==> config.mk <==
export PLATFORM = sky130hd
export DESIGN_NAME = ufthd_top
export DESIGN_NICKNAME = d
export VERILOG_FILES = /design/src/core/ufthd_pkg.sv /design/src/core/ufthd_top.sv
export VERILOG_INCLUDE_DIRS = /design/src /design/src/core
export SDC_FILE = /design/constraint.sdc
export NUM_CORES = 1
export LEC_CHECK = 0
export ABC_AREA = 0
export BUFFER_PORTS_ARGS = -buffer_cell sky130_fd_sc_hd__buf_2
export CAP_MARGIN = 5
export CORE_MARGIN = 2
export CORE_UTILIZATION = 40
export DETAILED_ROUTE_END_ITERATION = 10
export PLACE_DENSITY_LB_ADDON = 0.12
export REMOVE_ABC_BUFFERS = 1
export SYNTH_ARGS = -nofsm -noshare
export SYNTH_HDL_FRONTEND = slang
export SYNTH_SLANG_ARGS = --single-unit
export TNS_END_PERCENT = 50
==> constraint.sdc <==
create_clock -name core_clk -period 6.4 [get_ports core_clk]
set_input_delay 1.6 -clock core_clk [delete_from_list [all_inputs] [get_ports core_clk]]
set_output_delay 1.6 -clock core_clk [all_outputs]
set_load 0.02 [all_outputs]
==> src/core/ufthd_defines.svh <==
// Purpose: Offsets, fields, reset values and timing for the UART aux block
// Assumes: Offsets are register indices; byte address = 4 * (index - base)
// Notes: Only definitions live here
`ifndef UFTHD_DEFINES_SVH
`define UFTHD_DEFINES_SVH

`define UFTHD_BASE 32'h5000_1000
`define UFTHD_IDX_STET 32'h5000_11a0
`define UFTHD_IDX_HTX 32'h5000_11a4
`define UFTHD_IDX_SACK 32'h5000_11a8
`define UFTHD_IDX_DLF 32'h5000_11c0
`define UFTHD_IDX_VERL 32'h5000_11f8
`define UFTHD_IDX_UCVH 32'h5000_11fa
`define UFTHD_IDX_TYPL 32'h5000_11fc
`define UFTHD_IDX_CTRH 32'h5000_11fe
`define UFTHD_IDX_FCTL 32'h5000_1100
`define UFTHD_IDX_DIV 32'h5000_1104
`define UFTHD_IDX_TXD 32'h5000_1108
`define UFTHD_IDX_CTRL 32'h5000_110c
`define UFTHD_IDX_ISTAT 32'h5000_1110
`define UFTHD_IDX_IEN 32'h5000_1114
`define UFTHD_IDX_ICLR 32'h5000_1118
`define UFTHD_IDX_LVL 32'h5000_111c

`define UFTHD_FCTL_FIFO_EN 0
`define UFTHD_FCTL_TET_LSB 4
`define UFTHD_CTRL_PTHRE 0
`define UFTHD_CTRL_DMA 1
`define UFTHD_IRQ_TXE 0
`define UFTHD_IRQ_TXDONE 1

`define UFTHD_TET_EMPTY 2'h0
`define UFTHD_TET_TWO 2'h1
`define UFTHD_TET_QUART 2'h2
`define UFTHD_TET_HALF 2'h3
`define UFTHD_TWO_CHARS 5'h02

`define UFTHD_RESP_OKAY 2'h0
`define UFTHD_RESP_SLVERR 2'h2
`define UFTHD_RST_ZERO 32'h0000_0000
`define UFTHD_OVERSAMPLE 4'hf
`define UFTHD_LAST_BIT 3'h7
`define UFTHD_FRAC_DIV 16

`endif

==> src/core/ufthd_pkg.sv <==
// Purpose: Types shared by the UART aux block
// Assumes: Nothing beyond the defines header
// Notes: DMA request lines travel together as one struct
package ufthd_pkg;
    typedef enum logic [1:0] {TX_IDLE, TX_START, TX_DATA, TX_STOP} ufthd_tx_e;
    typedef struct packed {
        logic tx_burst;
        logic tx_single;
        logic rx_burst;
        logic rx_single;
    } ufthd_dma_s;
endpackage : ufthd_pkg

==> src/core/ufthd_top.sv <==
// Purpose: UART aux control: TX threshold, halt, DMA ack, fractional baud
// Assumes: AXI4-Lite slave, single clock, receiver lives outside
// Notes: 8N1 transmitter with a small TX FIFO
//
// Contract
// [RULE1] Threshold mirror writes only FIFO trigger bits
// [RULE2] Trigger codes: empty, two, quarter, half
// [RULE3] Programmable mode raises TX empty event at threshold
// [RULE4] Halt with FIFOs enabled stops sending
// [RULE5] Halt ignored when FIFOs disabled
// [RULE6] DMA ack drops all four request lines
// [RULE7] DMA ack bit clears itself
// [RULE8] Baud divisor gains fraction DLF/16
// [RULE9] FIFO enable falling resets TX/RX FIFOs
// [RULE10] Reserved bits read zero, writes ignored
`timescale 1ns/1ps
`include "ufthd_defines.svh"

module ufthd_top #(
    parameter int ADDR_W = 12,
    parameter int DEPTH_LOG = 4,
    parameter logic [15:0] VERSION_LO = 16'h0a01, // Arbitrary value
    parameter logic [15:0] VERSION_HI = 16'h0b02, // Arbitrary value
    parameter logic [15:0] TYPE_LO = 16'h0c03, // Arbitrary value
    parameter logic [15:0] TYPE_HI = 16'h0d04 // Arbitrary value
) (
    input wire logic core_clk,
    input wire logic arst_n,
    input wire logic [ADDR_W-1:0] s_axi_awaddr,
    input wire logic s_axi_awvalid,
    output logic s_axi_awready,
    input wire logic [31:0] s_axi_wdata,
    input wire logic [3:0] s_axi_wstrb,
    input wire logic s_axi_wvalid,
    output logic s_axi_wready,
    output logic [1:0] s_axi_bresp,
    output logic s_axi_bvalid,
    input wire logic s_axi_bready,
    input wire logic [ADDR_W-1:0] s_axi_araddr,
    input wire logic s_axi_arvalid,
    output logic s_axi_arready,
    output logic [31:0] s_axi_rdata,
    output logic [1:0] s_axi_rresp,
    output logic s_axi_rvalid,
    input wire logic s_axi_rready,
    input wire logic rx_single_src,
    input wire logic rx_burst_src,
    output ufthd_pkg::ufthd_dma_s dma_req,
    output logic rx_fifo_reset,
    output logic txd,
    output logic irq
);
    import ufthd_pkg::*;

    localparam int DEPTH = 1 << DEPTH_LOG;
    localparam logic [DEPTH_LOG:0] FULL = (DEPTH_LOG+1)'(DEPTH);
    localparam logic [DEPTH_LOG:0] QUART = (DEPTH_LOG+1)'(DEPTH / 4);
    localparam logic [DEPTH_LOG:0] HALF = (DEPTH_LOG+1)'(DEPTH / 2);

    // AXI write side: address and data caught in either order
    logic [ADDR_W-1:0] awaddr_reg;
    logic aw_have_reg, w_have_reg;
    logic [31:0] wdata_reg;
    logic [3:0] wstrb_reg;
    logic [ADDR_W-1:0] araddr_reg;
    logic ar_have_reg;

    wire aw_take = s_axi_awvalid && s_axi_awready;
    wire w_take = s_axi_wvalid && s_axi_wready;
    wire ar_take = s_axi_arvalid && s_axi_arready;
    wire wr_go = aw_have_reg && w_have_reg && !s_axi_bvalid;
    wire rd_go = ar_have_reg && !s_axi_rvalid;
    wire [31:0] w_idx = `UFTHD_BASE + 32'(awaddr_reg[ADDR_W-1:2]);
    wire [31:0] r_idx = `UFTHD_BASE + 32'(araddr_reg[ADDR_W-1:2]);
    wire lane0 = wstrb_reg[0];
    wire lane1 = wstrb_reg[1];

    wire wr_stet = wr_go && lane0 && (w_idx == `UFTHD_IDX_STET);
    wire wr_htx = wr_go && lane0 && (w_idx == `UFTHD_IDX_HTX);
    wire wr_sack = wr_go && lane0 && (w_idx == `UFTHD_IDX_SACK);
    wire wr_dlf = wr_go && lane0 && (w_idx == `UFTHD_IDX_DLF);
    wire wr_fctl = wr_go && lane0 && (w_idx == `UFTHD_IDX_FCTL);
    wire wr_div = wr_go && (w_idx == `UFTHD_IDX_DIV);
    wire wr_txd = wr_go && lane0 && (w_idx == `UFTHD_IDX_TXD);
    wire wr_ctrl = wr_go && lane0 && (w_idx == `UFTHD_IDX_CTRL);
    wire wr_ien = wr_go && lane0 && (w_idx == `UFTHD_IDX_IEN);
    wire wr_iclr = wr_go && lane0 && (w_idx == `UFTHD_IDX_ICLR);
    wire w_hit = (w_idx == `UFTHD_IDX_STET) || (w_idx == `UFTHD_IDX_HTX)
        || (w_idx == `UFTHD_IDX_SACK) || (w_idx == `UFTHD_IDX_DLF)
        || (w_idx == `UFTHD_IDX_FCTL) || (w_idx == `UFTHD_IDX_DIV)
        || (w_idx == `UFTHD_IDX_TXD) || (w_idx == `UFTHD_IDX_CTRL)
        || (w_idx == `UFTHD_IDX_IEN) || (w_idx == `UFTHD_IDX_ICLR);

    // Control registers
    logic fifo_en_reg, halt_reg, pthre_reg, dma_mode_reg;
    logic [1:0] tet_reg;
    logic [3:0] dlf_reg;
    logic [15:0] div_reg;
    logic [1:0] ien_reg, istat_reg;

    wire [7:0] wd = wdata_reg[7:0];
    wire fifo_en_next = wr_fctl ? wd[`UFTHD_FCTL_FIFO_EN] : fifo_en_reg;
    wire fifo_clear = fifo_en_reg && !fifo_en_next; // RULE9

    always_ff @(posedge core_clk or negedge arst_n) begin
        if (!arst_n) begin
            fifo_en_reg <= 1'b0;
            halt_reg <= 1'b0;
            pthre_reg <= 1'b0;
            dma_mode_reg <= 1'b0;
            tet_reg <= `UFTHD_TET_EMPTY;
            dlf_reg <= 4'h0;
            div_reg <= 16'h0000;
            ien_reg <= 2'h0;
        end else begin
            fifo_en_reg <= fifo_en_next;
            if (wr_stet || wr_fctl) begin
                // Mirror touches only the trigger pair of FIFO control
                tet_reg <= wr_stet ? wd[1:0]
                    : wd[`UFTHD_FCTL_TET_LSB +: 2]; // RULE1 RULE10
            end
            if (wr_htx) begin
                halt_reg <= wd[0]; // RULE10
            end
            if (wr_dlf) begin
                dlf_reg <= wd[3:0]; // RULE10
            end
            if (wr_div && lane0) begin
                div_reg[7:0] <= wd;
            end
            if (wr_div && lane1) begin
                div_reg[15:8] <= wdata_reg[15:8];
            end
            if (wr_ctrl) begin
                pthre_reg <= wd[`UFTHD_CTRL_PTHRE];
                dma_mode_reg <= wd[`UFTHD_CTRL_DMA];
            end
            if (wr_ien) begin
                ien_reg <= wd[1:0];
            end
        end
    end

    // TX FIFO; with FIFOs off it behaves as a single holding slot
    logic [7:0] mem [DEPTH];
    logic [DEPTH_LOG-1:0] wptr_reg, rptr_reg;
    logic [DEPTH_LOG:0] level_reg;
    logic tx_pop;
    wire [DEPTH_LOG:0] cap = fifo_en_reg ? FULL : (DEPTH_LOG+1)'(1);
    wire push = wr_txd && (level_reg < cap);
    wire pop = tx_pop && (level_reg != '0);

    always_ff @(posedge core_clk) begin
        if (push) begin
            mem[wptr_reg] <= wd;
        end
    end

    always_ff @(posedge core_clk or negedge arst_n) begin
        if (!arst_n) begin
            wptr_reg <= '0;
            rptr_reg <= '0;
            level_reg <= '0;
        end else if (fifo_clear) begin
            wptr_reg <= '0; // RULE9
            rptr_reg <= '0;
            level_reg <= '0;
        end else begin
            wptr_reg <= wptr_reg + DEPTH_LOG'(push);
            rptr_reg <= rptr_reg + DEPTH_LOG'(pop);
            level_reg <= level_reg + (DEPTH_LOG+1)'(push)
                - (DEPTH_LOG+1)'(pop);
        end
    end

    // Threshold level from the two-bit trigger
    logic [DEPTH_LOG:0] thr_lvl;
    always_comb begin
        case (tet_reg) // RULE2
            `UFTHD_TET_EMPTY: thr_lvl = '0;
            `UFTHD_TET_TWO: thr_lvl = (DEPTH_LOG+1)'(`UFTHD_TWO_CHARS);
            `UFTHD_TET_QUART: thr_lvl = QUART;
            `UFTHD_TET_HALF: thr_lvl = HALF;
            default: thr_lvl = '0;
        endcase
    end

    wire prog_mode = pthre_reg && fifo_en_reg;
    wire at_thr = prog_mode ? (level_reg <= thr_lvl) : (level_reg == '0);
    logic at_thr_reg;
    wire txe_ev = at_thr && !at_thr_reg; // RULE3

    // Baud: 16x tick, period alternates div and div+1 by DLF/16
    logic [15:0] bcnt_reg;
    logic [3:0] frac_reg;
    logic tick_reg;
    wire [4:0] frac_sum = {1'b0, frac_reg} + {1'b0, dlf_reg};
    wire frac_carry = frac_sum >= 5'(`UFTHD_FRAC_DIV);
    wire baud_on = div_reg != 16'h0000;

    always_ff @(posedge core_clk or negedge arst_n) begin
        if (!arst_n) begin
            bcnt_reg <= 16'h0000;
            frac_reg <= 4'h0;
            tick_reg <= 1'b0;
        end else if (!baud_on) begin
            bcnt_reg <= 16'h0000;
            tick_reg <= 1'b0;
        end else if (bcnt_reg == 16'h0000) begin
            // Extra cycle spreads the fraction over 16 periods
            bcnt_reg <= div_reg - 16'(!frac_carry); // RULE8
            frac_reg <= frac_sum[3:0];
            tick_reg <= 1'b1;
        end else begin
            bcnt_reg <= bcnt_reg - 16'h0001;
            tick_reg <= 1'b0;
        end
    end

    // Serialiser
    ufthd_tx_e st_reg;
    logic [3:0] sub_reg;
    logic [2:0] bit_reg;
    logic [7:0] shift_reg;
    logic done_ev;
    wire hold = halt_reg && fifo_en_reg; // RULE4 RULE5
    wire can_start = (level_reg != '0) && !hold && tick_reg;
    wire bit_end = tick_reg && (sub_reg == `UFTHD_OVERSAMPLE);
    assign tx_pop = (st_reg == TX_IDLE) && can_start;
    assign done_ev = (st_reg == TX_STOP) && bit_end;

    always_ff @(posedge core_clk or negedge arst_n) begin
        if (!arst_n) begin
            st_reg <= TX_IDLE;
            sub_reg <= 4'h0;
            bit_reg <= 3'h0;
            shift_reg <= 8'h00;
            txd <= 1'b1;
        end else begin
            if (tick_reg) begin
                sub_reg <= sub_reg + 4'h1;
            end
            case (st_reg)
                TX_IDLE: begin
                    txd <= 1'b1;
                    if (tx_pop) begin
                        shift_reg <= mem[rptr_reg];
                        sub_reg <= 4'h0;
                        txd <= 1'b0;
                        st_reg <= TX_START;
                    end
                end
                TX_START: if (bit_end) begin
                    txd <= shift_reg[0];
                    bit_reg <= 3'h0;
                    st_reg <= TX_DATA;
                end
                TX_DATA: if (bit_end) begin
                    if (bit_reg == `UFTHD_LAST_BIT) begin
                        txd <= 1'b1;
                        st_reg <= TX_STOP;
                    end else begin
                        txd <= shift_reg[1];
                        shift_reg <= {1'b0, shift_reg[7:1]};
                        bit_reg <= bit_reg + 3'h1;
                    end
                end
                TX_STOP: if (bit_end) begin
                    st_reg <= TX_IDLE;
                end
                default: st_reg <= TX_IDLE;
            endcase
        end
    end

    // DMA requests; a soft ack masks each line until its source drops
    logic [3:0] mask_reg;
    wire tx_single_src = dma_mode_reg && (level_reg < cap);
    wire tx_burst_src = dma_mode_reg && at_thr;
    wire [3:0] src = {tx_burst_src, tx_single_src, rx_burst_src,
        rx_single_src};

    // Sticky status: set wins over clear
    wire [1:0] ev = {done_ev, txe_ev};
    wire [1:0] clr = wr_iclr ? wd[1:0] : 2'h0;

    always_ff @(posedge core_clk or negedge arst_n) begin
        if (!arst_n) begin
            mask_reg <= 4'h0;
            dma_req <= '0;
            rx_fifo_reset <= 1'b0;
            at_thr_reg <= 1'b1;
            istat_reg <= 2'h0;
            irq <= 1'b0;
        end else begin
            // Write-only pulse; nothing is stored, so it self-clears
            mask_reg <= wr_sack && wd[0] ? src : (mask_reg & src); // RULE7
            dma_req <= (wr_sack && wd[0]) ? '0 : (src & ~mask_reg); // RULE6
            rx_fifo_reset <= fifo_clear; // RULE9
            at_thr_reg <= at_thr;
            istat_reg <= (istat_reg & ~clr) | ev;
            irq <= |(((istat_reg & ~clr) | ev) & ien_reg);
        end
    end

    // Read decode
    logic [31:0] rmux;
    always_comb begin
        case (r_idx)
            `UFTHD_IDX_STET: rmux = {30'h0, tet_reg}; // RULE1 RULE10
            `UFTHD_IDX_HTX: rmux = {31'h0, halt_reg};
            `UFTHD_IDX_DLF: rmux = {28'h0, dlf_reg};
            `UFTHD_IDX_VERL: rmux = {16'h0, VERSION_LO};
            `UFTHD_IDX_UCVH: rmux = {16'h0, VERSION_HI};
            `UFTHD_IDX_TYPL: rmux = {16'h0, TYPE_LO};
            `UFTHD_IDX_CTRH: rmux = {16'h0, TYPE_HI};
            `UFTHD_IDX_FCTL: rmux = {26'h0, tet_reg, 3'h0, fifo_en_reg};
            `UFTHD_IDX_DIV: rmux = {16'h0, div_reg};
            `UFTHD_IDX_CTRL: rmux = {30'h0, dma_mode_reg, pthre_reg};
            `UFTHD_IDX_ISTAT: rmux = {30'h0, istat_reg};
            `UFTHD_IDX_IEN: rmux = {30'h0, ien_reg};
            `UFTHD_IDX_LVL: rmux = 32'(level_reg);
            default: rmux = `UFTHD_RST_ZERO;
        endcase
    end
    wire r_hit = (r_idx == `UFTHD_IDX_STET) || (r_idx == `UFTHD_IDX_HTX)
        || (r_idx == `UFTHD_IDX_DLF) || (r_idx == `UFTHD_IDX_VERL)
        || (r_idx == `UFTHD_IDX_UCVH) || (r_idx == `UFTHD_IDX_TYPL)
        || (r_idx == `UFTHD_IDX_CTRH) || (r_idx == `UFTHD_IDX_FCTL)
        || (r_idx == `UFTHD_IDX_DIV) || (r_idx == `UFTHD_IDX_CTRL)
        || (r_idx == `UFTHD_IDX_ISTAT) || (r_idx == `UFTHD_IDX_IEN)
        || (r_idx == `UFTHD_IDX_LVL);

    // Bus handshakes
    always_ff @(posedge core_clk or negedge arst_n) begin
        if (!arst_n) begin
            s_axi_awready <= 1'b0;
            s_axi_wready <= 1'b0;
            s_axi_arready <= 1'b0;
            aw_have_reg <= 1'b0;
            w_have_reg <= 1'b0;
            ar_have_reg <= 1'b0;
            awaddr_reg <= '0;
            araddr_reg <= '0;
            wdata_reg <= `UFTHD_RST_ZERO;
            wstrb_reg <= 4'h0;
            s_axi_bvalid <= 1'b0;
            s_axi_bresp <= `UFTHD_RESP_OKAY;
            s_axi_rvalid <= 1'b0;
            s_axi_rresp <= `UFTHD_RESP_OKAY;
            s_axi_rdata <= `UFTHD_RST_ZERO;
        end else begin
            s_axi_awready <= !aw_have_reg && !aw_take;
            s_axi_wready <= !w_have_reg && !w_take;
            s_axi_arready <= !ar_have_reg && !ar_take;
            if (aw_take) begin
                awaddr_reg <= s_axi_awaddr;
                aw_have_reg <= 1'b1;
            end
            if (w_take) begin
                wdata_reg <= s_axi_wdata;
                wstrb_reg <= s_axi_wstrb;
                w_have_reg <= 1'b1;
            end
            if (wr_go) begin
                aw_have_reg <= 1'b0;
                w_have_reg <= 1'b0;
                s_axi_bvalid <= 1'b1;
                s_axi_bresp <= w_hit ? `UFTHD_RESP_OKAY
                    : `UFTHD_RESP_SLVERR;
            end else if (s_axi_bready) begin
                s_axi_bvalid <= 1'b0;
            end
            if (ar_take) begin
                araddr_reg <= s_axi_araddr;
                ar_have_reg <= 1'b1;
            end
            if (rd_go) begin
                ar_have_reg <= 1'b0;
                s_axi_rvalid <= 1'b1;
                s_axi_rdata <= rmux;
                s_axi_rresp <= r_hit ? `UFTHD_RESP_OKAY
                    : `UFTHD_RESP_SLVERR;
            end else if (s_axi_rready) begin
                s_axi_rvalid <= 1'b0;
            end
        end
    end
endmodule : ufthd_top

==> run metrics, run 1 <==
first-pass GRT wire length=45900 µm; input/output buffers=76; CTS Root Cell=clkbuf_16; Cell variety after synth=70; sequential power share=41.6%; Initial DRC Count=442; Worst-Skew Late Latency=0.51 ns; P_leak=5.98 nW; Rows=65; max reg flops=128; Die Y-Extent=183 µm; max-slew violation count=0; Post-synth EDFFs=128; PwrDens=446 mW/mm²; Tcrit/Tclk final=61.0%; CTS H-tree depth=2; WL per Instance=19.9 µm; max-capacitance violation count=0; Via Count=7751; detailed-route wire length=28900 µm; Worst Path Required=6.83 ns; largest net degree at the start of global routing=69; Crit. End Element=register; # resized after CTS=0; core box area=0.0316 mm²; clk slew on worst S/H paths=0.06 ns; Worst Hold Class=register to register; fraction of layout cells with a size suffix above 1=24.2%; status=finished clean; peak supply drop=0.277 mV; Mapped Area=0.0128 mm²; Top Ports=117; CTS max path bufs=3; RD Place Congestion=0.805; fmax=256 MHz; worst-margin pin slew=1.12 ns; total track usage=17.8%; first drt pass iteration count=5; post-synthesis cell count=940; grt ovf=0; Final Power=0.00654 W; Worst Skew=0.0216 ns; vias in the first global route=8012; Fin. Hold Viols=0; Die Width=183 µm; NetSw=0.00228 W; worst rel slew slack=25.2%; crit path kind=register to register; Reg with most FFs=mem; post-DP HPWL=19000 µm; # nets final=1127; via/cell ratio=5.34; top_reg_cell synth=dfrtp_1; YS warnings=0; ANT nets after route=0; unrepaired setup endpoints after global routing=no; async set or reset register ratio after synthesis=55.1%; setup bufs post-CTS=0; Worst EP arrival=4.33 ns; TritonCTS clock tree=built; residual DRC count=0; Startpoint Class=register; Fin Setup TNS=0 ns; Diodes inserted=0; fin crit period=3.90 ns; Starting Density=40.7%; Area growth syn-to-layout=14.2%; Synth Register Bits=285; Num CTS Buffers=34; # setup viols final=0; Comb pwr share=30.8%; Die Footprint=0.0336 mm²; clock group share of total power=27.6%; peak fanout along the critical path=10; P_int=0.00426 W; syn_area_per_cell=13.7 µm²; switch share=34.9%; clk sink count=285; initial antenna violation count=0; post-synthesis sequential area ratio=60.5%; # hold bufs at CTS=0
-- worst max-delay path: stages (launching register included) --
cell and delay (ns):
dfrtp_1 0.43, or4b_1 0.58, or3_1 0.52, a2111oi_4 0.50
nand2b_1 0.15, ha_1 0.29, inv_1 0.04, ha_1 0.19
fa_1 0.41, a21oi_1 0.16, nor2_1 0.06, or3_1 0.33
a21oi_1 0.16
-- cells in the mapped netlist, drive strengths merged, types with 3 or more instances --
| library cell | n | area [µm²] |
|---|---|---|
| o21ai | 23 | 115 |
| nor3b | 7 | 52.6 |
| xor2 | 20 | 175 |
| nand2b | 9 | 56.3 |
| buf | 24 | 161 |
| inv | 23 | 86.3 |
| a21oi | 17 | 85.1 |
| mux2i | 13 | 130 |
| a311oi | 3 | 26.3 |
| o22ai | 8 | 50.1 |
| nand4 | 12 | 75.1 |
| clkbuf | 33 | 124 |
| a32o | 7 | 70.1 |
| ha | 31 | 388 |
| a211oi | 16 | 120 |
| or2 | 3 | 18.8 |
| nor2b | 24 | 150 |
| nand3 | 14 | 70.1 |
| edfxtp | 128 | 3840 |
| or3 | 8 | 50.1 |
| mux2 | 71 | 800 |
| nor4b | 3 | 26.3 |
| or4 | 3 | 22.5 |
| or4b | 3 | 33.8 |
| and4 | 3 | 26.3 |
| a2bb2oi | 3 | 26.3 |
| a211o | 7 | 61.3 |
| o31ai | 5 | 37.5 |
| a22o | 5 | 43.8 |
| a22oi | 4 | 30.0 |
| a31oi | 13 | 81.3 |
| and3 | 5 | 31.3 |
| a21o | 3 | 22.5 |
| nor3 | 21 | 110 |
| nor4 | 8 | 50.1 |
| xnor2 | 15 | 131 |
| dfrtp | 155 | 3880 |
| nor2 | 75 | 282 |
| nand2 | 46 | 173 |
| mux4 | 33 | 743 |
-- area by class of cell --
| cell class | instances | area [µm²] |
|---|---|---|
| multi-input cells | 592 | 4770 |
| fillers | 2857 | 16900 |
| clock buffers | 52 | 990 |
| inverters | 23 | 86.3 |
| clock inverters | 9 | 56.3 |
| well taps | 402 | 503 |
| flip-flops and latches | 285 | 7780 |
| repair buffers | 89 | 484 |
-- metal layers --
metal / routed length, µm / GRT usage (%)
met1: 13700 / 25.3
met2: 13400 / 28.3
met3: 1050 / 2.68
met4: 718 / 5.60
met5: 0 / 0
-- power groups by stage --
stage	clock, W	combinational, W	sequential, W
global route	0.00193	0.00224	0.00278
CTS	0.00185	0.00204	0.00273
floorplan	0	0.00145	0.00268
detailed placement	0	0.00202	0.00276
global placement	0	0.00202	0.00276
finish	0.00180	0.00201	0.00272
-- worst paths after layout --
path | from | endpoint | slack (ns) | cells past startpoint
setup / recovery | awaddr_reg[7] | level_reg[4] | 2.50 | 12
hold / removal | mask_reg[2] | dma_req[2] | 0.43 | 1
setup reg to reg | awaddr_reg[7] | level_reg[4] | 2.50 | 12
hold reg to reg | mask_reg[2] | dma_req[2] | 0.43 | 1
max in group asynchronous | arst_n | ien_reg[0] | 4.20 | 2
min in group asynchronous | arst_n | bcnt_reg[12] | 1.11 | 1
-- cells in the final DEF (no fill, tap or decap), types with 16 or more instances in the layout --
master     count
a211oi_1      16
nor2b_1       24
nand2_1       46
mux2_2        71
xor2_1        20
nor2_1        75
edfxtp_1     128
conb_1        18
inv_1         23
ha_1          31
buf_2         75
dfrtp_1      154
a21oi_1       17
mux4_2        33
clkbuf_16     35
o21ai_0       23
nor3_1        20
-- kinds of logic after synthesis --
logic type | after synthesis | synth area share, %
buffers and inverters | 80 | 2.89
xor gates and xnor gates | 35 | 2.39
other | 1 | 0.0292
muxes | 117 | 13.0
adders and majority gates | 33 | 3.33
DFF | 285 | 60.5
AOI/OAI and AO/OA | 130 | 7.20
and+or+nand+nor | 259 | 10.6
-- stage by stage --
step	instance area [µm²]	hold slack, ns	setup WS, ns	util [%]	instances
finish	14700	0.426	2.50	46.5	1452
global route	14700	0.455	2.29	46.5	1452
CTS	14700	0.433	2.47	46.5	1452
detailed placement	13600	0.420	2.49	43.2	1391
global placement	13600	0.416	2.54	43.2	1391
floorplan	12600	0.404	2.86	-	900
No activity file was read; power rests on OpenSTA's default activity.
==> run 2, diff against run 1 <==
clock period = 3.2 ns   (was 6.4 ns; I/O delays follow)
==> run 2 against run 1 <==
The run now ends with setup timing left. Hold slack lost 0.14 ns. Via count grew 1.6%. Maximum frequency grew 20%. Critical path depth is the same. Sequential share of layout area decreased by 1.3 points. Clock skew down 0.0058 ns.
==> run metrics, run 2 (same netlist as run 1, synthesis figures left out) <==
P_leak=6.20 nW; ANT nets after route=0; first-pass GRT wire length=46500 µm; vias in the first global route=8075; peak fanout along the critical path=2; max reg flops=128; unrepaired setup endpoints after global routing=yes; sequential power share=40.9%; Worst Path Required=3.68 ns; R2R cell count=12; Die Footprint=0.0336 mm²; Worst-Skew Late Latency=0.56 ns; P_int=0.00872 W; Filler cells=2868; Top Ports=117; fraction of layout cells with a size suffix above 1=27.4%; WL per Instance=19.5 µm; # hold bufs at CTS=0; CTS H-tree depth=1; core box area=0.0316 mm²; clk sink count=285; Num CTS Buffers=31; max-slew violation count=0; Startpoint Class=register; clock group share of total power=26.7%; largest net degree at the start of global routing=72; post-DP HPWL=19900 µm; crit path kind=register to register; initial antenna violation count=0; Worst EP arrival=3.74 ns; fmax=307 MHz; total track usage=17.8%; Fin. Hold Viols=0; Worst Hold Class=input port to asynchronous set/reset pin; worst-margin pin slew=0.851 ns; peak supply drop=0.636 mV; Area growth syn-to-layout=16.9%; Non-Filler Instances=1490; PwrDens=886 mW/mm²; input/output buffers=76; Rows=65; Worst Skew=0.0158 ns; TritonCTS clock tree=built; Die Y-Extent=183 µm; commonest non-fill, non-tap cell in the layout=dfrtp_1; failing checks=setup timing; detailed-route wire length=29100 µm; residual DRC count=0; Reg with most FFs=mem; # nets final=1165; commonest non-fill, non-tap cells in the layout=154 x dfrtp_1, 128 x edfxtp_1, 75 x nor2_1, 75 x buf_2, 71 x mux2_2; NetSw=0.00459 W; grt ovf=0; placed insts=1430; Starting Density=40.7%; first drt pass iteration count=4; status=finished, violations left; fin crit period=3.26 ns; Tcrit/Tclk final=102%; Fin Setup TNS=-0.0576 ns; Crit. End Element=register; switch share=34.5%; Util after Layout=47.6%; Via Count=7872; Initial DRC Count=405; CTS max path bufs=3; # setup viols final=1; Diodes inserted=0; max-capacitance violation count=0; clk slew on worst S/H paths=0.06 ns; Final WS setup=-0.0576 ns; Die Width=183 µm; Comb pwr share=32.4%; worst rel slew slack=43.3%; CTS Root Cell=clkbuf_16; RD Place Congestion=0.806; via/cell ratio=5.28
run 2: cell types whose count changed in the layout (fill, tap and decap cells not counted), moves of 2 or more:
cell / delta
clkinvlp_4: -2
clkinv_1: +4
buf_12: +4
a21oi_1: -2
clkbuf_1: -4
bufinv_16: +3
buf_4: +37
a21oi_2: +2
clkbuf_16: -4
run 2: area by class of cell:
| type | instances | area [µm²] | area share (%) |
|---|---|---|---|
| clock inverter | 15 | 163 | 1.08 |
| tap | 402 | 503 | 3.35 |
| timing repair buffer | 130 | 842 | 5.61 |
| clock buffer | 43 | 861 | 5.73 |
| multi-input combinational | 592 | 4790 | 31.9 |
| inverter | 23 | 86.3 | 0.575 |
| sequential | 285 | 7780 | 51.8 |
run 2: power groups by stage:
stage	combinational, W	clock, W	sequential, W
2_1_floorplan	0.00288	0	0.00536
6_report	0.00431	0.00355	0.00544
4_1_cts	0.00435	0.00365	0.00546
3_5_place_dp	0.00430	0	0.00552
3_3_place_gp	0.00430	0	0.00551
5_1_grt	0.00478	0.00381	0.00557
run 2: critical path: stages (launching register included):
cell,delay (ns)
dfrtp_1,0.38
or4b_4,0.54
or3_4,0.36
a2111oi_4,0.23
nand2b_1,0.13
ha_1,0.29
inv_1,0.04
ha_2,0.17
fa_2,0.36
a21oi_2,0.14
nor2_1,0.06
or3_1,0.35
a21oi_2,0.13
run 2: timing repair:
action	in CTS	in global routing
resized for setup	5	1
setup endpoints to repair	2	1
buffers inserted	2	0
pin swaps	1	0
endpoints found under the hold margin	0	0
run 2: worst paths after layout:
kind | startpoint | endpoint | slack, ns
hold / removal | arst_n | bcnt_reg[11] | 0.29
setup reg to reg | awaddr_reg[7] | level_reg[4] | -0.06
setup / recovery | awaddr_reg[7] | level_reg[4] | -0.06
min in group core_clk | s_axi_rready | s_axi_rvalid | 0.42
hold reg to reg | w_have_reg | s_axi_wready | 0.43
max in group asynchronous | arst_n | at_thr_reg | 2.18
run 2: stage by stage:
step           setup slack [ns]  power (W)  cell area, µm²  hold WS [ns]
2_1_floorplan            -0.341    0.00824           12600         0.404
3_3_place_gp             -0.281    0.00982           14000         0.416
3_5_place_dp             -0.324    0.00983           14000         0.419
4_1_cts                 -0.0694     0.0135           15000         0.294
5_1_grt                  -0.212     0.0142           15000         0.325
6_report                -0.0576     0.0133           15000         0.286
run 2: per-layer routing:
metal / track usage [%] / up-vias / share of wire, %
met5: 0 / - / 0
met3: 2.68 / 28 / 4.1
met4: 3.97 / 0 / 1.4
li1: - / 3749 / -
met1: 25.9 / 3931 / 48
met2: 28.5 / 164 / 47
